===== config.mk =====
export PLATFORM = sky130hd
export DESIGN_NAME = ext_multi_sector_write_cmd
export DESIGN_NICKNAME = d
export VERILOG_FILES = /design/src/hdl/multi_write_pkg.sv /design/src/hdl/byte_pair_reg.sv /design/src/hdl/ext_multi_sector_write_cmd.sv
export SDC_FILE = /design/constraint.sdc
export NUM_CORES = 1
export LEC_CHECK = 0
export BUFFER_PORTS_ARGS = -buffer_cell sky130_fd_sc_hd__buf_4
export CAP_MARGIN = 10
export CORE_MARGIN = 10
export CORE_UTILIZATION = 41
export CTS_CLUSTER_SIZE = 8
export DETAILED_ROUTE_END_ITERATION = 6
export GPL_TIMING_DRIVEN = 0
export PLACE_DENSITY = 0.63
export SETUP_SLACK_MARGIN = 0.1
export SLEW_MARGIN = 20
export SYNTH_ARGS = -nofsm -noshare
export SYNTH_HDL_FRONTEND = slang
export SYNTH_SLANG_ARGS = --single-unit

===== constraint.sdc =====
create_clock -name ref_clk -period 3.95 [get_ports ref_clk]
set_input_delay 0.395 -clock ref_clk [delete_from_list [all_inputs] [get_ports ref_clk]]
set_output_delay 0.395 -clock ref_clk [all_outputs]
set_load 0.01 [all_outputs]

===== src/hdl/multi_write_pkg.sv =====
/*
 * Shared constants for the extended multiple-sector write command block:
 * register byte offsets, field positions, opcodes, reset values, states.
 * Assumes a 32-bit Avalon-MM slave port with byte addresses.
 */
package multi_write_pkg;
    // Byte offsets on the register bus
    localparam logic [5:0] OFS_DATA = 6'h00;
    // Paired taskfile registers: count, lba low, lba mid, lba high
    localparam logic [5:0] PAIR_OFS [0:3] = '{6'h04, 6'h08, 6'h0c, 6'h10};
    localparam logic [5:0] OFS_DRIVE = 6'h14;
    localparam logic [5:0] OFS_COMMAND = 6'h18;
    localparam logic [5:0] OFS_STATE = 6'h1c;
    localparam logic [5:0] OFS_FAULT = 6'h20;
    localparam logic [5:0] OFS_DEVCTL = 6'h24;
    localparam logic [5:0] OFS_BLOCK = 6'h28;
    localparam logic [5:0] OFS_IRQ_STS = 6'h2c;
    localparam logic [5:0] OFS_IRQ_MASK = 6'h30;

    localparam logic [7:0] OP_MULTI_EXT = 8'h39;
    localparam logic [7:0] OP_MULTI_FORCE_EXT = 8'hce;

    // State report fields
    localparam int BUSY_POS = 7;
    localparam int READY_POS = 6;
    localparam int DEVFAULT_POS = 5;
    localparam int SEEKDONE_POS = 4;
    localparam int DATAREQ_POS = 3;
    localparam int CORRECTED_POS = 2;
    localparam int ERRSUM_POS = 0;
    // Fault report fields
    localparam int IDNF_POS = 4;
    localparam int ABORT_POS = 2;
    // Device control field
    localparam int HIGHSEL_POS = 7;
    // Interrupt status / mask fields
    localparam int IRQ_BLOCK_POS = 0;
    localparam int IRQ_DONE_POS = 1;
    localparam int IRQ_FAULT_POS = 2;

    localparam logic [7:0] DRIVE_RESET = 8'h00;
    localparam logic [7:0] BLOCK_RESET = 8'h01;
    localparam logic [2:0] MASK_RESET = 3'h0;
    localparam int SECTOR_WORDS = 256;
    localparam logic [16:0] FULL_COUNT = 17'h10000;

    typedef enum logic [2:0] {
        ST_IDLE = 3'h1,
        ST_XFER = 3'h2,
        ST_COMMIT = 3'h4
    } state_t;
endpackage


===== src/hdl/byte_pair_reg.sv =====
/*
 * One taskfile register with current and previous halves.
 * A host write pushes the current byte into the previous half; the
 * device may load both halves at once. Read view follows highSel.
 */
module byte_pair_reg (
    input wire logic clk,
    input wire logic srst,
    input wire logic wrEn,
    input wire logic [7:0] wrData,
    input wire logic loadEn,
    input wire logic [7:0] loadCur,
    input wire logic [7:0] loadPrev,
    input wire logic highSel,
    output logic [7:0] rdData,
    output logic [7:0] curByte,
    output logic [7:0] prevByte
);
    logic [7:0] cur_q;
    logic [7:0] prev_q;

    always_ff @(posedge clk) begin
        if (srst) begin
            cur_q <= 8'h00;
            prev_q <= 8'h00;
        end else if (loadEn) begin
            cur_q <= loadCur;
            prev_q <= loadPrev;
        end else if (wrEn) begin
            prev_q <= cur_q;
            cur_q <= wrData;
        end
    end

    assign curByte = cur_q;
    assign prevByte = prev_q;
    assign rdData = highSel ? prev_q : cur_q;
endmodule


===== src/hdl/ext_multi_sector_write_cmd.sv =====
/*
 * Command engine for the extended multiple-sector write and its
 * forced-media-write variant, with Avalon-MM register slave and a
 * word stream towards the media side.
 * Assumes the media side accepts words on mediaReady, reports commit
 * completion with mediaCommitDone and failures with mediaFail.
 * // Operation
 * // Opcode 39h takes sectors, then commits media
 * // One interrupt per block, not per sector
 * // Payload moves as 16-bit words
 * // Host: count low current, high previous
 * // Zero count means 65,536 sectors
 * // Error address low bytes when select clear
 * // Error address high bytes when select set
 * // Forced variant commits media before ending status
 * // Forced variant otherwise same as plain
 * // Host: address bytes in current/previous halves
 * // Only id-not-found, aborted; busy/fault/corrected clear
 */
module ext_multi_sector_write_cmd #(
    parameter int SECTOR_LEN = multi_write_pkg::SECTOR_WORDS
) (
    input wire logic ref_clk,
    input wire logic srst,
    input wire logic [5:0] address,
    input wire logic read,
    input wire logic write,
    input wire logic [31:0] writedata,
    input wire logic [3:0] byteenable,
    output logic [31:0] readdata,
    output logic waitrequest,
    output logic irq,
    output logic [15:0] mediaWord,
    output logic mediaValid,
    input wire logic mediaReady,
    output logic [47:0] mediaLba,
    output logic mediaCommit,
    output logic mediaForce,
    input wire logic mediaCommitDone,
    input wire logic mediaFail,
    input wire logic mediaFailIdn,
    input wire logic writeCacheEn
);
    localparam int WCW = $clog2(SECTOR_LEN);

    multi_write_pkg::state_t state_q;
    logic rdDone_q;
    logic [31:0] readdata_q;
    logic [7:0] drive_q;
    logic [7:0] block_q;
    logic highSel_q;
    logic [2:0] irqSts_q;
    logic [2:0] irqMask_q;
    logic force_q;
    logic [16:0] remaining_q;
    logic [47:0] lba_q;
    logic [WCW-1:0] wordCnt_q;
    logic [7:0] blkCnt_q;
    logic [15:0] mediaWord_q;
    logic mediaValid_q;
    logic [47:0] mediaLba_q;
    logic mediaCommit_q;
    logic errSum_q;
    logic idnf_q;
    logic abort_q;
    logic [47:0] failLba_q;
    logic errHeld_q;

    logic dataStall;
    logic wrAcc;
    logic rdAcc;
    logic dataTake;
    logic cmdTake;
    logic sectorEnd;
    logic lastSector;
    logic blockEnd;
    logic commitOk;
    logic failNow;
    logic blockEvt;
    logic doneEvt;
    logic faultEvt;
    logic [7:0] blkLen;
    logic [15:0] countFull;
    logic [3:0] pairWr;
    logic [7:0] pairRd [0:3];
    logic [7:0] pairCur [0:3];
    logic [7:0] pairPrev [0:3];
    logic [7:0] stateByte;
    logic [7:0] faultByte;
    logic [7:0] rdMux;

    function automatic logic hit(input logic [5:0] addr, input logic [5:0] ofs);
        hit = (addr[5:2] == ofs[5:2]);
    endfunction

    // Data writes stall only while the previous word is still unclaimed
    assign dataStall = write && hit(address, multi_write_pkg::OFS_DATA) && mediaValid_q && !mediaReady;
    assign waitrequest = (read && !rdDone_q) || dataStall;
    assign wrAcc = write && !dataStall;
    assign rdAcc = read && !rdDone_q;

    assign dataTake = wrAcc && hit(address, multi_write_pkg::OFS_DATA) && (byteenable[1:0] == 2'h3)
        && (state_q == multi_write_pkg::ST_XFER);
    assign cmdTake = wrAcc && hit(address, multi_write_pkg::OFS_COMMAND) && byteenable[0]
        && (state_q == multi_write_pkg::ST_IDLE);

    // Block length of zero behaves as one sector per block
    assign blkLen = (block_q == 8'h00) ? 8'h01 : block_q;
    assign sectorEnd = dataTake && (wordCnt_q == WCW'(SECTOR_LEN - 1));
    assign lastSector = (remaining_q == 17'h00001);
    assign blockEnd = sectorEnd && ((blkCnt_q + 8'h01 == blkLen) || lastSector);
    // Plain write may end on cache acceptance; forced write waits for media
    assign commitOk = (!force_q && writeCacheEn) || mediaCommitDone;
    assign failNow = mediaFail && (state_q != multi_write_pkg::ST_IDLE);

    genvar gi;
    generate
        for (gi = 0; gi < 4; gi++) begin : g_pair
            logic loadEn;
            logic [7:0] loadCur;
            logic [7:0] loadPrev;
            assign pairWr[gi] = wrAcc && hit(address, multi_write_pkg::PAIR_OFS[gi]) && byteenable[0];
            if (gi == 0) begin : g_count
                assign loadEn = 1'b0;
                assign loadCur = 8'h00;
                assign loadPrev = 8'h00;
            end else begin : g_lba
                // Failing address lands low bytes current, high bytes previous
                assign loadEn = failNow;
                assign loadCur = lba_q[8*(gi-1) +: 8];
                assign loadPrev = lba_q[24+8*(gi-1) +: 8];
            end
            byte_pair_reg u_pair (
                .clk(ref_clk),
                .srst(srst),
                .wrEn(pairWr[gi]),
                .wrData(writedata[7:0]),
                .loadEn(loadEn),
                .loadCur(loadCur),
                .loadPrev(loadPrev),
                .highSel(highSel_q),
                .rdData(pairRd[gi]),
                .curByte(pairCur[gi]),
                .prevByte(pairPrev[gi])
            );
        end
    endgenerate

    assign countFull = {pairPrev[0], pairCur[0]};

    always_ff @(posedge ref_clk) begin
        if (srst) begin
            state_q <= multi_write_pkg::ST_IDLE;
        end else begin
            case (state_q)
                multi_write_pkg::ST_IDLE: begin
                    if (cmdTake && (writedata[7:0] == multi_write_pkg::OP_MULTI_EXT
                        || writedata[7:0] == multi_write_pkg::OP_MULTI_FORCE_EXT)) begin
                        state_q <= multi_write_pkg::ST_XFER;
                    end
                end
                multi_write_pkg::ST_XFER: begin
                    if (failNow) begin
                        state_q <= multi_write_pkg::ST_IDLE;
                    end else if (sectorEnd && lastSector) begin
                        state_q <= multi_write_pkg::ST_COMMIT;
                    end
                end
                multi_write_pkg::ST_COMMIT: begin
                    if (failNow || commitOk) begin
                        state_q <= multi_write_pkg::ST_IDLE;
                    end
                end
                default: state_q <= multi_write_pkg::ST_IDLE;
            endcase
        end
    end

    always_ff @(posedge ref_clk) begin
        if (srst) begin
            force_q <= 1'b0;
            remaining_q <= 17'h00000;
            lba_q <= 48'h000000000000;
            wordCnt_q <= '0;
            blkCnt_q <= 8'h00;
        end else if (cmdTake) begin
            force_q <= (writedata[7:0] == multi_write_pkg::OP_MULTI_FORCE_EXT);
            // Zero in the full 16-bit count asks for the maximum transfer
            remaining_q <= (countFull == 16'h0000) ? multi_write_pkg::FULL_COUNT : {1'b0, countFull};
            lba_q <= {pairPrev[3], pairPrev[2], pairPrev[1], pairCur[3], pairCur[2], pairCur[1]};
            wordCnt_q <= '0;
            blkCnt_q <= 8'h00;
        end else if (sectorEnd) begin
            wordCnt_q <= '0;
            remaining_q <= remaining_q - 17'h00001;
            lba_q <= lba_q + 48'h000000000001;
            blkCnt_q <= blockEnd ? 8'h00 : blkCnt_q + 8'h01;
        end else if (dataTake) begin
            wordCnt_q <= wordCnt_q + WCW'(1);
        end
    end

    // Media stream: word holds until the media side takes it
    always_ff @(posedge ref_clk) begin
        if (srst) begin
            mediaWord_q <= 16'h0000;
            mediaValid_q <= 1'b0;
            mediaLba_q <= 48'h000000000000;
        end else if (dataTake) begin
            mediaWord_q <= writedata[15:0];
            mediaValid_q <= 1'b1;
            // Address rides with its word; lba_q moves on at sector end
            mediaLba_q <= lba_q;
        end else if (mediaReady) begin
            mediaValid_q <= 1'b0;
        end
    end

    always_ff @(posedge ref_clk) begin
        if (srst) begin
            mediaCommit_q <= 1'b0;
        end else begin
            mediaCommit_q <= sectorEnd && lastSector && !failNow;
        end
    end

    assign mediaWord = mediaWord_q;
    assign mediaValid = mediaValid_q;
    assign mediaLba = mediaLba_q;
    assign mediaCommit = mediaCommit_q;
    assign mediaForce = force_q;

    // Error outcome; other error bits stay zero by construction
    always_ff @(posedge ref_clk) begin
        if (srst) begin
            errSum_q <= 1'b0;
            idnf_q <= 1'b0;
            abort_q <= 1'b0;
            failLba_q <= 48'h000000000000;
        end else if (cmdTake) begin
            errSum_q <= !(writedata[7:0] == multi_write_pkg::OP_MULTI_EXT
                || writedata[7:0] == multi_write_pkg::OP_MULTI_FORCE_EXT);
            idnf_q <= 1'b0;
            abort_q <= !(writedata[7:0] == multi_write_pkg::OP_MULTI_EXT
                || writedata[7:0] == multi_write_pkg::OP_MULTI_FORCE_EXT);
        end else if (failNow) begin
            errSum_q <= 1'b1;
            idnf_q <= mediaFailIdn;
            abort_q <= !mediaFailIdn;
            failLba_q <= lba_q;
        end
    end

    always_ff @(posedge ref_clk) begin
        if (srst) begin
            errHeld_q <= 1'b0;
        end else if (failNow) begin
            errHeld_q <= 1'b1;
        end else if (|pairWr || cmdTake) begin
            errHeld_q <= 1'b0;
        end
    end

    // Busy, device fault and corrected always report clear outside commit
    always_comb begin
        stateByte = 8'h00;
        stateByte[multi_write_pkg::BUSY_POS] = (state_q == multi_write_pkg::ST_COMMIT);
        stateByte[multi_write_pkg::READY_POS] = 1'b1;
        stateByte[multi_write_pkg::DEVFAULT_POS] = 1'b0;
        stateByte[multi_write_pkg::SEEKDONE_POS] = 1'b1;
        stateByte[multi_write_pkg::DATAREQ_POS] = (state_q == multi_write_pkg::ST_XFER);
        stateByte[multi_write_pkg::CORRECTED_POS] = 1'b0;
        stateByte[multi_write_pkg::ERRSUM_POS] = errSum_q;
        faultByte = 8'h00;
        faultByte[multi_write_pkg::IDNF_POS] = idnf_q;
        faultByte[multi_write_pkg::ABORT_POS] = abort_q;
    end

    always_ff @(posedge ref_clk) begin
        if (srst) begin
            drive_q <= multi_write_pkg::DRIVE_RESET;
            block_q <= multi_write_pkg::BLOCK_RESET;
            irqMask_q <= multi_write_pkg::MASK_RESET;
        end else if (wrAcc && byteenable[0]) begin
            if (hit(address, multi_write_pkg::OFS_DRIVE)) begin
                drive_q <= writedata[7:0];
            end
            if (hit(address, multi_write_pkg::OFS_BLOCK) && state_q == multi_write_pkg::ST_IDLE) begin
                block_q <= writedata[7:0];
            end
            if (hit(address, multi_write_pkg::OFS_IRQ_MASK)) begin
                irqMask_q <= writedata[2:0];
            end
        end
    end

    // Any paired taskfile register write returns the view to the current halves
    always_ff @(posedge ref_clk) begin
        if (srst) begin
            highSel_q <= 1'b0;
        end else if (wrAcc && byteenable[0] && hit(address, multi_write_pkg::OFS_DEVCTL)) begin
            highSel_q <= writedata[multi_write_pkg::HIGHSEL_POS];
        end else if (|pairWr) begin
            highSel_q <= 1'b0;
        end
    end

    assign blockEvt = blockEnd;
    assign doneEvt = (state_q == multi_write_pkg::ST_COMMIT && commitOk && !failNow) || (cmdTake && !(
        writedata[7:0] == multi_write_pkg::OP_MULTI_EXT || writedata[7:0] == multi_write_pkg::OP_MULTI_FORCE_EXT));
    assign faultEvt = failNow;

    // Read clears status, but an event in the same cycle survives
    always_ff @(posedge ref_clk) begin
        if (srst) begin
            irqSts_q <= 3'h0;
        end else begin
            irqSts_q <= ((rdAcc && hit(address, multi_write_pkg::OFS_IRQ_STS)) ? 3'h0 : irqSts_q)
                | {faultEvt, doneEvt, blockEvt};
        end
    end

    assign irq = |(irqSts_q & irqMask_q);

    always_comb begin
        rdMux = 8'h00;
        for (int i = 0; i < 4; i++) begin
            if (hit(address, multi_write_pkg::PAIR_OFS[i])) begin
                rdMux = pairRd[i];
            end
        end
        if (hit(address, multi_write_pkg::OFS_DRIVE)) rdMux = drive_q;
        if (hit(address, multi_write_pkg::OFS_STATE)) rdMux = stateByte;
        if (hit(address, multi_write_pkg::OFS_FAULT)) rdMux = faultByte;
        if (hit(address, multi_write_pkg::OFS_DEVCTL)) rdMux = {highSel_q, 7'h00};
        if (hit(address, multi_write_pkg::OFS_BLOCK)) rdMux = block_q;
        if (hit(address, multi_write_pkg::OFS_IRQ_STS)) rdMux = {5'h00, irqSts_q};
        if (hit(address, multi_write_pkg::OFS_IRQ_MASK)) rdMux = {5'h00, irqMask_q};
    end

    always_ff @(posedge ref_clk) begin
        if (srst) begin
            rdDone_q <= 1'b0;
            readdata_q <= 32'h00000000;
        end else begin
            rdDone_q <= rdAcc;
            if (rdAcc) begin
                readdata_q <= {24'h000000, rdMux};
            end
        end
    end

    assign readdata = readdata_q;
endmodule


After elaboration in Yosys (flattened, before gate mapping)
Cells that the tools add are included.
- $add $sub $neg: 4
- equality and inequality tests: 25
- bitwise operators: 2
- reduce and logical (&&, ||, !) cells: 64
- multiplexer cells: 48
- operators with widths (cell ; count):
    8-bit two-way mux ; 29
    48-bit two-way mux ; 2
    17-bit two-way mux ; 3
    48-bit by 1-bit adder with 48-bit output (second input constant) ; 1
    1-bit logical AND ; 33
    4-bit == test (second input constant) ; 5
    17-bit by 1-bit == test with 1-bit output (second input constant) ; 1
    17-bit by 1-bit subtractor with 17-bit output (second input constant) ; 1
    8-bit by 1-bit adder with 8-bit output (second input constant) ; 2
    4-bit by 3-bit == test with 1-bit output (second input constant) ; 4
    8-bit == test (second input constant) ; 2
    16-bit zero test ; 1
    3-bit two-way mux ; 5
    2-bit nonzero test ; 7
    3-bit case mux with 3 select lines ; 1
    4-bit by 2-bit == test with 1-bit output (second input constant) ; 2
    8-bit by 6-bit == test with 1-bit output (second input constant) ; 1
    8-bit == test ; 1
    8-bit zero test ; 1
    1-bit two-way mux ; 8
    1-bit zero test ; 7
    1-bit logical OR ; 6
    2-bit AND reduction ; 3
    3-bit OR reduction ; 2
    15 further kinds ; 15
- bits of input ports: 51
- output and inout port bits: 101
- register bits after elaboration: 250

Logic depth before layout (Yosys ltp)
Gate-level depths: netlist of the first run.
- word-level depth: 14
- depth in mapped cells: 11
- gate-level depth less buffers: 8

Hierarchy
Synthesis of the first run repeated with hierarchy kept, for this count alone.
- cells, all modules: 1584
- area, all modules: 13387.8 sq um
- modules (own cells, without submodules) (module ; area an instance (sq um) ; cells each ; sequential area each (sq um) ; instances):
    ext_multi_sector_write_cmd ; 9784.4 ; 1264 ; 3723.6 ; 1
    byte_pair_reg ; 900.9 ; 80 ; 320.3 ; 4

Least setup slack after synthesis of the first run
No wires, ideal clock.
- path kind: register to register
- from: register lba_q[0]
- to: register lba_q[28]
- library setup time: 0.070 ns
- period minus slack after synthesis: 2.265 ns
- cell stages (with the launch flop): 10
- slack: 1.685 ns
- data arrival time: 2.194 ns
- cell sequence: dfxtp_1 ha_1 inv_1 nor4_1 nand4_1 or2_1 buf_2 nor4_1 mux2_2 a21oi_1
- word-level cells in the longest chain between the ends: 3
- ends and longest elaborated chain (item ; line ; source):
    start: declaration ; ext_multi_sector_write_cmd.sv:56 ; logic [47:0] lba_q;
    start signal: assignment ; ext_multi_sector_write_cmd.sv:190 ; lba_q <= {pairPrev[3], pairPrev[2], pairPrev[1], pairCur[3], pairCur[2], pairCur[1]};
    start signal: assignment ; ext_multi_sector_write_cmd.sv:196 ; lba_q <= lba_q + 48'h000000000001;
    48-bit by 1-bit adder with 48-bit output ; ext_multi_sector_write_cmd.sv:196 ;
    48-bit two-way mux ; ext_multi_sector_write_cmd.sv:193 ; end else if (sectorEnd) begin
    48-bit two-way mux ; ext_multi_sector_write_cmd.sv:186 ; end else if (cmdTake) begin
No other way between the ends. The select of a mux whose other input is x is not followed.
A chain may end at the register's enable or synchronous reset.

Worst setup path after layout of the first run
Same ends and word-level chain as after synthesis.

==> results of run 1 <==
area by class of cell:
class	instances	area share, %
inverter	12	0.3081
clock buffer	40	6.556
clock inverter	3	0.4536
multi-input combinational	1140	45.52
buffer	146	4.716
tap	390	3.338
sequential	250	34.23
timing repair buffer	95	4.878
through the flow:
stage	std cells	setup WS, ns	hold WS (ns)
finish	2076	0.7342	0.1229
global route	2076	0.5994	0.1322
CTS	2076	0.8094	0.1127
detailed placement	2033	0.8419	0.4502
global placement	2033	0.8304	0.4429
floorplan	1548	1.685	0.4449
worst reg2reg max path: stages (launching register included):
cell	delay, ns
dfxtp_1	0.53
ha_1	0.37
inv_1	0.07
nor4_1	0.51
nand4_1	0.41
or2_1	0.33
buf_2	0.18
nor4_1	0.22
mux2_2	0.37
a21oi_1	0.15
state kept, by name, indices dropped and copies added, names as in the netlist, 3 cells and up:
name / count
blkCnt_q: 8
irqMask_q: 3
g_pair.u_pair.prevByte: 32
g_pair.u_pair.curByte: 32
mediaWord: 16
block_q: 8
readdata: 8
remaining_q: 17
irqSts_q: 3
mediaLba: 48
wordCnt_q: 8
lba_q: 48
drive_q: 8
state_q: 3
report_power, final:
group	internal [mW]	switching, mW	leakage, nW
Clock	1.77	1.14	0.501
Sequential	2.54	0.0222	2.01
Combinational	0.0978	0.223	3.16
Total	4.41	1.38	5.68
logic make-up (layout without fill, tap and decap cells):
logic type      Yosys count  count (layout)
xor+xnor                 40              40
mux                      94              94
simple gates            612             612
buf+inv                 158             296
flops                   250             250
compound gates          365             365
other cells               1              24
fa+ha+maj                 5               5
final timing paths:
check                                     to  slack [ns]          from  cells past startpoint
worst max register to register     lba_q[28]        0.73      lba_q[0]                      9
worst min-delay path            mediaWord[8]        0.12  writedata[8]                      3
worst min register to register  mediaLba[32]        0.45  mediaLba[32]                      2
worst max-delay path               lba_q[28]        0.73      lba_q[0]                      9
layout by cell type (no fill, tap or decap), types with 12 or more instances in the layout:
master	instances
o21ai_0	45
conb_1	24
xnor2_1	20
nor4_1	12
nor2b_1	13
clkbuf_1	87
dfxtp_1	250
a22oi_1	16
clkbuf_16	38
buf_2	21
nand2_1	241
mux2i_1	78
nand3_1	38
a21oi_1	147
nand4_1	23
nor3_1	22
nor2_1	172
buf_4	121
a31oi_1	19
a211oi_1	70
o211ai_1	14
and3_1	13
inv_1	12
xor2_1	20
metal layers:
layer / track usage [%] / wire length, µm
met5: 0 / 0
met4: 8.155 / 1430
met3: 4.564 / 4505
met2: 37.42 / 21260
met1: 32.34 / 20510
==> key figures, run 1 <==
Status
  – Outcome: finished clean

Synthesis
  – Seq/Total Area, Yosys: 40.67%
  – Async set-reset flop share out of synthesis: 0%
  – Main combinational cell family by area after synthesis: simple AND/OR/NAND/NOR gates
  – Synthesized area per cell: 8.070 µm²
  – Commonest cells post-synth: 250 x dfxtp_1, 241 x nand2_1, 172 x nor2_1
  – Post-synth top area cell: dfxtp_1
  – Number of synthesized register bits: 250
  – Mapped Cells: 1525
  – Ranking of synthesized cells by area: dfxtp_1 41%, nand2_1 7.4%, mux2i_1 6.3%, a21oi_1 6.0%, nor2_1 5.2%
  – EDFF count, synth: 0
  – Simple-Gate Fraction of Synth Area: 23.05%
  – Post-synth top area share: 40.67%
  – Most numerous cell in the Yosys netlist: dfxtp_1
  – Post-synthesis cell type count: 72
  – Post-synth top flop: dfxtp_1
  – Syn. warnings: 0
  – Area of the mapped netlist: 12310 µm²
  – Compound-Gate Fraction of Synth Area: 18.67%
  – Post-synthesis mux area share: 8.266%
  – Synth Area in XOR/XNOR: 2.847%
  – Area share of fa/ha/maj cells after synthesis: 0.5083%

Timing
  – Crit share post-route: 81.41%
  – Slew margin rel.: 27.39%
  – Slew Viols, Final: 0
  – # setup viols final: 0
  – Minimum clock period: 3.216 ns
  – Fin. Hold Viols: 0
  – Clock Skews: 0.01806 ns
  – RSZ-0062 raised after global routing: false
  – Tightest Pin Transition: 1.089 ns
  – Fin Setup TNS: 0 ns
  – Max Clk Rate: 0.3110 GHz

Place
  – Placed cell areas: 13590 µm²
  – Port buffer count: 95
  – DP Wirelength: 34.93 mm
  – Final Wtd Congestion: 0.9772

Critical path
  – CP Launch Type: flop
  – Largest stage delay on the critical path: 0.53 ns
  – CP required: 4.40 ns
  – Critical path class: reg -> reg
  – CP Capture Type: flop
  – Crit-path cells: ha_1 -> inv_1 -> nor4_1 -> nand4_1 -> or2_1 -> buf_2 -> nor4_1 -> mux2_2 -> a21oi_1
  – Crit path buffers/inverters: 2
  – Crit-path most repeated cell: nor4_1
  – Cell family with most CP delay: simple AND/OR/NAND/NOR gates
  – Worst EP arrival: 3.66 ns
  – CP max FO: 9
  – Slowest cell on crit path: dfxtp_1

Floorplan
  – I/O pin cnt: 152
  – Die height: 193.3 µm
  – Die W: 193.3 µm
  – Die area: 37350 µm²
  – Initial Utilization: 41.52%
  – Row count: 63
  – Core area: 29640 µm²

CTS
  – Cells resized by post-CTS repair: 0
  – TritonCTS buffer count: 37
  – CTS tree: yes
  – Clock root cell: clkbuf_16
  – Sinks on Clock Net: 250
  – Skew-Pair Late Insertion Delay: 0.53 ns
  – Clk buf depth: 3
  – Post-CTS Setup Bufs: 0
  – Clock-pin slew on the worst setup and hold paths: 0.05 ns
  – Cts hold-fix bufs: 0
  – H-tree depth: 2

Flow run
  – Max Cap Viol: 0

Global routing
  – Total GRT Usage: 23.95%
  – Vias in the first global route: 11640
  – First-pass GRT wire length: 71.34 mm
  – Pin count of the biggest net entering global routing: 11
  – Initial antenna violation count: 0
  – Grt ovf: 0

Power
  – Lkg Pwr: 5.676 nW
  – Worst vdd rail ir drop: 0.3549 mV
  – PD cells: 396.5 nW/µm²
  – Post-route total power: 5.797 mW

Route
  – DR DRC count: 0
  – Vias: 12270
  – Post-route ant nets: 0
  – DR pass1 iterations: 7
  – Iter 0 DRT Violations: 1391
  – Vias per cell: 5.908
  – Routed len/inst: 22.98 µm
  – Post-Route WL: 47.70 mm

Layout
  – Nets@finish: 1738
  – Share of post-route cells with drive strength above 1: 13.23%
  – Design area: 14620 µm²
  – Area Growth Syn to Fin: 18.79%
  – Storage element area: 5005 µm²
  – Filler Cells Inserted: 2944
  – Util after Layout: 49.32%
  – # diodes: 0
  – Multi-input logic area: 6654 µm²

Min path
  – Type of the tightest min-delay check: in -> reg
Power figures use the tool's default switching activity.
==> run 2: changes to the inputs <==
--- a/config.mk
+++ b/config.mk
@@ -5,6 +5,7 @@
 export SDC_FILE = /design/constraint.sdc
 export NUM_CORES = 1
 export LEC_CHECK = 0
+export ABC_AREA = 1
 export BUFFER_PORTS_ARGS = -buffer_cell sky130_fd_sc_hd__buf_4
 export CAP_MARGIN = 10
 export CORE_MARGIN = 10
@@ -12,7 +13,7 @@
 export CTS_CLUSTER_SIZE = 8
 export DETAILED_ROUTE_END_ITERATION = 6
 export GPL_TIMING_DRIVEN = 0
-export PLACE_DENSITY = 0.63
+export PLACE_DENSITY = 0.65
 export SETUP_SLACK_MARGIN = 0.1
 export SLEW_MARGIN = 20
 export SYNTH_ARGS = -nofsm -noshare
==> constraint.sdc (replaced) <==
create_clock -name ref_clk -period 2.6 [get_ports ref_clk]
set_input_delay 0.26 -clock ref_clk [delete_from_list [all_inputs] [get_ports ref_clk]]
set_output_delay 0.26 -clock ref_clk [all_outputs]
set_load 0.01 [all_outputs]
==> run 2 against run 1 <==
Net effect: sequential share of layout area decreased by 2.0 points; critical path depth increased by 2; via count grew 17%; highest routed layer is now met5.
==> key figures, run 2 <==
Critical path
  – Critical path class: reg -> reg
  – Slowest cell on crit path: dfxtp_1
  – Worst R2R End: lba_q[41]
  – Crit-path most repeated cell: nand2_1
  – CP required: 3.00 ns
  – CP Launch Type: flop
  – Cell family with most CP delay: simple AND/OR/NAND/NOR gates
  – Stages on worst setup path: 11
  – Largest stage delay on the critical path: 0.64 ns
  – CP Capture Type: flop
  – Crit path buffers/inverters: 2
  – Worst-case reg-to-reg path depth: 11
  – Crit path to: lba_q[41]
  – CP max FO: 6
  – Worst reg2reg startpoint: lba_q[5]
  – FF-to-FF setup slack: 0.26 ns
  – Crit. Startpoint: lba_q[5]
  – Worst EP arrival: 2.74 ns
  – Crit-path cells: nand2_1 -> nor2_1 -> nand2_1 -> nor2_2 -> nand3_1 -> nand2_1 -> inv_1 -> o21ai_0 -> nand3_1 -> nand2_1 -> inv_1

CTS
  – Clock-pin slew on the worst setup and hold paths: 0.05 ns
  – Skew-Pair Late Insertion Delay: 0.51 ns
  – CTS tree: yes
  – Clk buf depth: 3
  – Sinks on Clock Net: 250
  – TritonCTS buffer count: 37
  – H-tree depth: 2
  – Clock root cell: clkbuf_16

Route
  – Post-route ant nets: 0
  – DR pass1 iterations: 5
  – Iter 0 DRT Violations: 1332
  – Routed len/inst: 21.85 µm
  – Vias per cell: 5.567
  – Post-Route WL: 56.12 mm
  – Vias: 14300
  – DR DRC count: 0

Timing
  – # setup viols final: 0
  – Slew margin rel.: 20.49%
  – Slew Viols, Final: 0
  – Tightest Pin Transition: 1.193 ns
  – Crit share post-route: 90.03%
  – Fin. Hold Viols: 0
  – Clock Skews: 0.01591 ns
  – Fin Setup TNS: 0 ns
  – Max Clk Rate: 0.4272 GHz
  – Minimum clock period: 2.341 ns
  – RSZ-0062 raised after global routing: false

Synthesis
  – EDFF count, synth: 0
  – Async set-reset flop share out of synthesis: 0%
  – Synthesized area per cell: 6.589 µm²
  – Simple-Gate Fraction of Synth Area: 31.42%
  – Post-synthesis cell type count: 45
  – Most numerous cell in the Yosys netlist: nand2_1
  – Mapped Cells: 1990
  – Post-synth top area share: 38.17%
  – Post-synth top area cell: dfxtp_1
  – Seq/Total Area, Yosys: 38.17%
  – Area share of fa/ha/maj cells after synthesis: 0.4771%
  – Commonest cells post-synth: 554 x nand2_1, 250 x dfxtp_1, 219 x nor2_1
  – Post-synth top flop: dfxtp_1
  – Ranking of synthesized cells by area: dfxtp_1 38%, nand2_1 16%, nor2_1 6.3%, o21ai_0 5.9%, inv_1 5.2%
  – Main combinational cell family by area after synthesis: simple AND/OR/NAND/NOR gates
  – Area of the mapped netlist: 13110 µm²
  – Compound-Gate Fraction of Synth Area: 16.60%
  – Post-synthesis mux area share: 0%
  – Number of synthesized register bits: 250
  – Synth Area in XOR/XNOR: 3.206%
  – Syn. warnings: 0

Layout
  – # diodes: 0
  – Post-route insts no fill: 2568
  – Filler Cells Inserted: 3288
  – Share of post-route cells with drive strength above 1: 10.99%
  – Most common cell after layout, fill and taps aside: nand2_1
  – Nets@finish: 2221
  – Commonest cells after routing, fill and taps aside: 554 x nand2_1, 249 x dfxtp_1, 218 x nor2_1, 182 x inv_1, 154 x o21ai_0
  – Area Growth Syn to Fin: 18.55%
  – Design area: 15540 µm²

Floorplan
  – Row count: 65
  – I/O pin cnt: 152
  – Initial Utilization: 41.55%
  – Die W: 198.8 µm
  – Die area: 39530 µm²
  – Core area: 31560 µm²
  – Die height: 198.8 µm

Place
  – Port buffer count: 106
  – Final Wtd Congestion: 1.034
  – DP Wirelength: 43.80 mm
  – Cells after DPL: 2521
  – Placed cell areas: 14500 µm²

Flow run
  – Max Cap Viol: 0

Power
  – Lkg Pwr: 6.428 nW
  – Worst vdd rail ir drop: 0.4822 mV
  – PD cells: 565.8 nW/µm²
  – Post-route total power: 8.794 mW

Global routing
  – Pin count of the biggest net entering global routing: 11
  – Grt ovf: 0
  – First-pass GRT wire length: 84.35 mm
  – Total GRT Usage: 28.04%
  – Initial antenna violation count: 1
  – Vias in the first global route: 13750

Status
  – Outcome: finished clean

Min path
  – Type of the tightest min-delay check: in -> reg
==> run 2: cell count changes after synthesis, moves of 35 or more <==
cell,delta
o21ai_0,+109
a31oi_1,+35
mux2i_1,-78
a211oi_1,-65
nand3_1,+67
nand2_1,+313
inv_1,+170
nor2_1,+47
==> run 2: area by class of cell <==
type	count	area, µm²	share of cell area (%)
Multi-Input combinational cell	1458	6888	44.31
Sequential cell	250	5006	32.21
Clock buffer	39	943.4	6.069
Timing Repair Buffer	114	875.8	5.635
Inverter	188	705.7	4.540
Buffer	116	616.8	3.968
Tap cell	402	503.0	3.236
Clock inverter	1	5.005	0.03220
==> run 2: worst reg2reg max path, stage by stage, from the launching register on <==
cell,delay [ns]
dfxtp_1,0.64
nand2_1,0.17
nor2_1,0.16
nand2_1,0.13
nor2_2,0.25
nand3_1,0.18
nand2_1,0.09
inv_1,0.04
o21ai_0,0.35
nand3_1,0.13
nand2_1,0.08
inv_1,0.04
==> run 2: routing by layer <==
layer	global-route usage, %	share of wire, %	vias up
li1	-	-	6794
met1	34.70	41	6655
met2	44.61	44	677
met3	5.188	8.4	167
met4	16.67	6.4	2
met5	0	0.014	-
==> run 2: cells by family (layout without fill, tap and decap cells) <==
logic type	count (synthesis)	count (layout)
AND/OR/NAND/NOR	983	983
AO/OA/AOI/OAI	398	398
buffers and inverters	305	458
flip-flops	250	250
XOR/XNOR	48	48
adder cells (fa/ha/maj)	5	5
other	1	24
==> run 2: through the flow <==
step                      setup slack, ns  hold slack [ns]  util, %
after global placement            0.05096           0.4512    45.94
after CTS                          0.1830          0.04784    49.24
after global routing               0.1196          0.07289    49.26
after floorplan                    0.8563           0.3949        -
final                              0.2592          0.05872    49.26
after detailed placement         0.009321           0.4581    45.94
==> run 2: repair_timing <==
item                                   in CTS  in global routing
setup endpoints to repair                   3                  4
buffers inserted                            0                  0
gates resized for setup                     3                  3
hold buffers                                8                  0
pin swaps                                   0                  0
endpoints found under the hold margin       8                  0
==> run 2: power breakdown <==
| group | switching (mW) | internal (mW) |
|---|---|---|
| logic | 0.442 | 0.188 |
| clock network | 1.70 | 2.53 |
| registers | 0.0481 | 3.89 |
| total | 2.19 | 6.60 |
==> run 2: worst min path at each step <==
stage             startpoint  slack, ns  depth (start not counted)             to
2_1_floorplan  writedata[10]       0.39                          2  mediaWord[10]
3_3_place_gp        errSum_q       0.45                          2       errSum_q
3_5_place_dp      drive_q[2]       0.46                          2     drive_q[2]
4_1_cts         writedata[3]       0.05                          3     drive_q[3]
5_1_grt         writedata[6]       0.07                          3     drive_q[6]
6_report        writedata[3]       0.06                          3     drive_q[3]
==> run 3: changes to the inputs <==
--- a/config.mk
+++ b/config.mk
@@ -10,10 +10,10 @@
 export CAP_MARGIN = 10
 export CORE_MARGIN = 10
 export CORE_UTILIZATION = 41
-export CTS_CLUSTER_SIZE = 8
+export CTS_CLUSTER_SIZE = 14
 export DETAILED_ROUTE_END_ITERATION = 6
 export GPL_TIMING_DRIVEN = 0
-export PLACE_DENSITY = 0.65
+export PLACE_DENSITY = 0.62
 export SETUP_SLACK_MARGIN = 0.1
 export SLEW_MARGIN = 20
 export SYNTH_ARGS = -nofsm -noshare
==> constraint.sdc (replaced) <==
create_clock -name ref_clk -period 2.19 [get_ports ref_clk]
set_input_delay 0.219 -clock ref_clk [delete_from_list [all_inputs] [get_ports ref_clk]]
set_output_delay 0.219 -clock ref_clk [all_outputs]
set_load 0.01 [all_outputs]
==> run 3 against run 2 <==
Net effect: cell count increased by 1.1%; register-to-register slack got worse by 0.14 ns; global-route usage increased by 0.27 points; die area unchanged; fmax increased by 13%; via count decreased by 1.4%; utilization increased by 1.5 points; worst hold slack got worse by 0.024 ns; largest cell class unchanged.
==> key figures, run 3 (same netlist as run 2, synthesis figures left out) <==
Critical path
  – CP required: 2.64 ns
  – CP max FO: 6
  – Critical path class: reg -> reg
  – Slowest cell on crit path: dfxtp_2
  – Worst reg2reg startpoint: lba_q[5]
  – CP Capture Type: flop
  – Worst EP arrival: 2.52 ns
  – Crit-path cells: nand2_1 -> nor2_1 -> nand2_1 -> nor2_2 -> nand2_1 -> xor2_1 -> nand2_1 -> o211ai_1 -> nand2_1 -> inv_1
  – FF-to-FF setup slack: 0.12 ns
  – Worst R2R End: lba_q[20]
  – CP Launch Type: flop
  – Crit-path most repeated cell: nand2_1
  – Worst-case reg-to-reg path depth: 10
  – Largest stage delay on the critical path: 0.50 ns

Route
  – Vias: 14100
  – Routed len/inst: 22.13 µm
  – Post-Route WL: 57.47 mm
  – DR pass1 iterations: 5
  – DR DRC count: 0
  – Iter 0 DRT Violations: 1219
  – Vias per cell: 5.430
  – Post-route ant nets: 0

Layout
  – Post-route insts no fill: 2597
  – Commonest cells after routing, fill and taps aside: 552 x nand2_1, 230 x dfxtp_1, 204 x nor2_1, 178 x inv_1, 151 x o21ai_0
  – Design area: 16020 µm²
  – Share of post-route cells with drive strength above 1: 14.45%
  – Most common cell after layout, fill and taps aside: nand2_1
  – Nets@finish: 2230
  – Util after Layout: 50.76%
  – Area Growth Syn to Fin: 22.16%

Global routing
  – Pin count of the biggest net entering global routing: 14
  – Initial antenna violation count: 0
  – Vias in the first global route: 13460
  – First-pass GRT wire length: 84.84 mm
  – Grt ovf: 0
  – Total GRT Usage: 28.32%

CTS
  – Clock-pin slew on the worst setup and hold paths: 0.06 ns
  – Clk buf depth: 3
  – Sinks on Clock Net: 250
  – Skew-Pair Late Insertion Delay: 0.56 ns
  – CTS tree: yes
  – TritonCTS buffer count: 29
  – Clock root cell: clkbuf_16
  – H-tree depth: 1

Floorplan
  – Core area: 31560 µm²
  – Die W: 198.8 µm
  – Die area: 39530 µm²
  – I/O pin cnt: 152
  – Row count: 65
  – Initial Utilization: 41.55%
  – Die height: 198.8 µm

Timing
  – Fin Setup TNS: 0 ns
  – RSZ-0062 raised after global routing: true
  – Crit share post-route: 94.63%
  – Clock Skews: 0.007165 ns
  – Tightest Pin Transition: 0.9541 ns
  – Fin. Hold Viols: 0
  – Slew Viols, Final: 0
  – Max Clk Rate: 0.4825 GHz
  – Slew margin rel.: 36.39%
  – Min Hold Slack: 0.03517 ns
  – Final Worst Setup Slack: 0.1175 ns
  – Minimum clock period: 2.072 ns
  – # setup viols final: 0

Min path
  – Worst Hold Launch: mediaFail
  – Worst hold stages: 4
  – Hold path endpoint: state_q[2]
  – Type of the tightest min-delay check: in -> reg

Place
  – DP Wirelength: 44.99 mm
  – Cells after DPL: 2521
  – Placed cell areas: 14500 µm²
  – Port buffer count: 106
  – Final Wtd Congestion: 1.012
  – Pre-CTS setup slack: -0.4315 ns

Power
  – Worst vdd rail ir drop: 0.5567 mV
  – PD cells: 651.7 nW/µm²
  – Lkg Pwr: 6.592 nW
  – Logic pwr share: 7.5%
  – Sw frac: 25.07%
  – Post-route total power: 10.44 mW
  – Pint: 7.821 mW
  – Sw Pwr: 2.617 mW
  – Register share of total power: 44.7%
  – Clk pwr share: 47.8%

Flow run
  – Max Cap Viol: 0

Status
  – Outcome: finished clean
[run 3: worst max path at each step]
stage / to / slack (ns) / startpoint / cells past startpoint
3_3_place_gp: lba_q[29] / -0.43 / lba_q[5] / 10
5_1_grt: lba_q[22] / 0.09 / mediaValid / 12
3_5_place_dp: lba_q[30] / -0.43 / lba_q[0] / 9
4_1_cts: mediaValid / 0.1 / state_q[2] / 9
6_report: lba_q[20] / 0.12 / lba_q[5] / 10
2_1_floorplan: lba_q[30] / 0.45 / lba_q[0] / 9
[run 3: final cells by class]
cell class,count,area (µm²)
plain buffers,117,658.1
inverters,188,718.2
repair buffers,130,1046
flip-flops and latches,250,5032
fillers,3291,15540
clock buffers,43,838.3
diodes,1,2.502
well taps,402,503.0
multi-input cells,1458,7101
clock inverters,8,117.6
[run 3: per-layer routing]
metal	part of all wire, %	track usage (%)	routed length [µm]	vias up
li1	-	-	-	6834
met1	43	36.54	24890	6606
met2	46	46.65	26170	542
met3	6.1	3.988	3523	120
met4	5.0	11.16	2889	0
met5	0	0	0	-
[run 3: power by group through the flow]
stage	combinational (mW)	sequential (mW)	clock [mW]
6_report	0.787	4.66	4.99
5_1_grt	0.844	4.66	5.22
4_1_cts	0.756	4.66	5.05
3_5_place_dp	0.718	4.76	0
3_3_place_gp	0.716	4.76	0
2_1_floorplan	0.443	4.74	0
[run 3: worst max-delay path, delay by kind of cell, from the launching register on]
family / cells / cell delay [ns]
simple gates: 7 / 1.14
flops: 1 / 0.50
xor+xnor: 1 / 0.16
compound gates: 1 / 0.12
buf+inv: 1 / 0.04
[run 3: timing repair]
action,CTS,global route
hold buffers,18,0
pin swaps,1,6
resized for setup,37,72
setup endpoints to repair,97,146
setup buffers,1,5
cloned,0,0
hold endpoints to repair,22,0
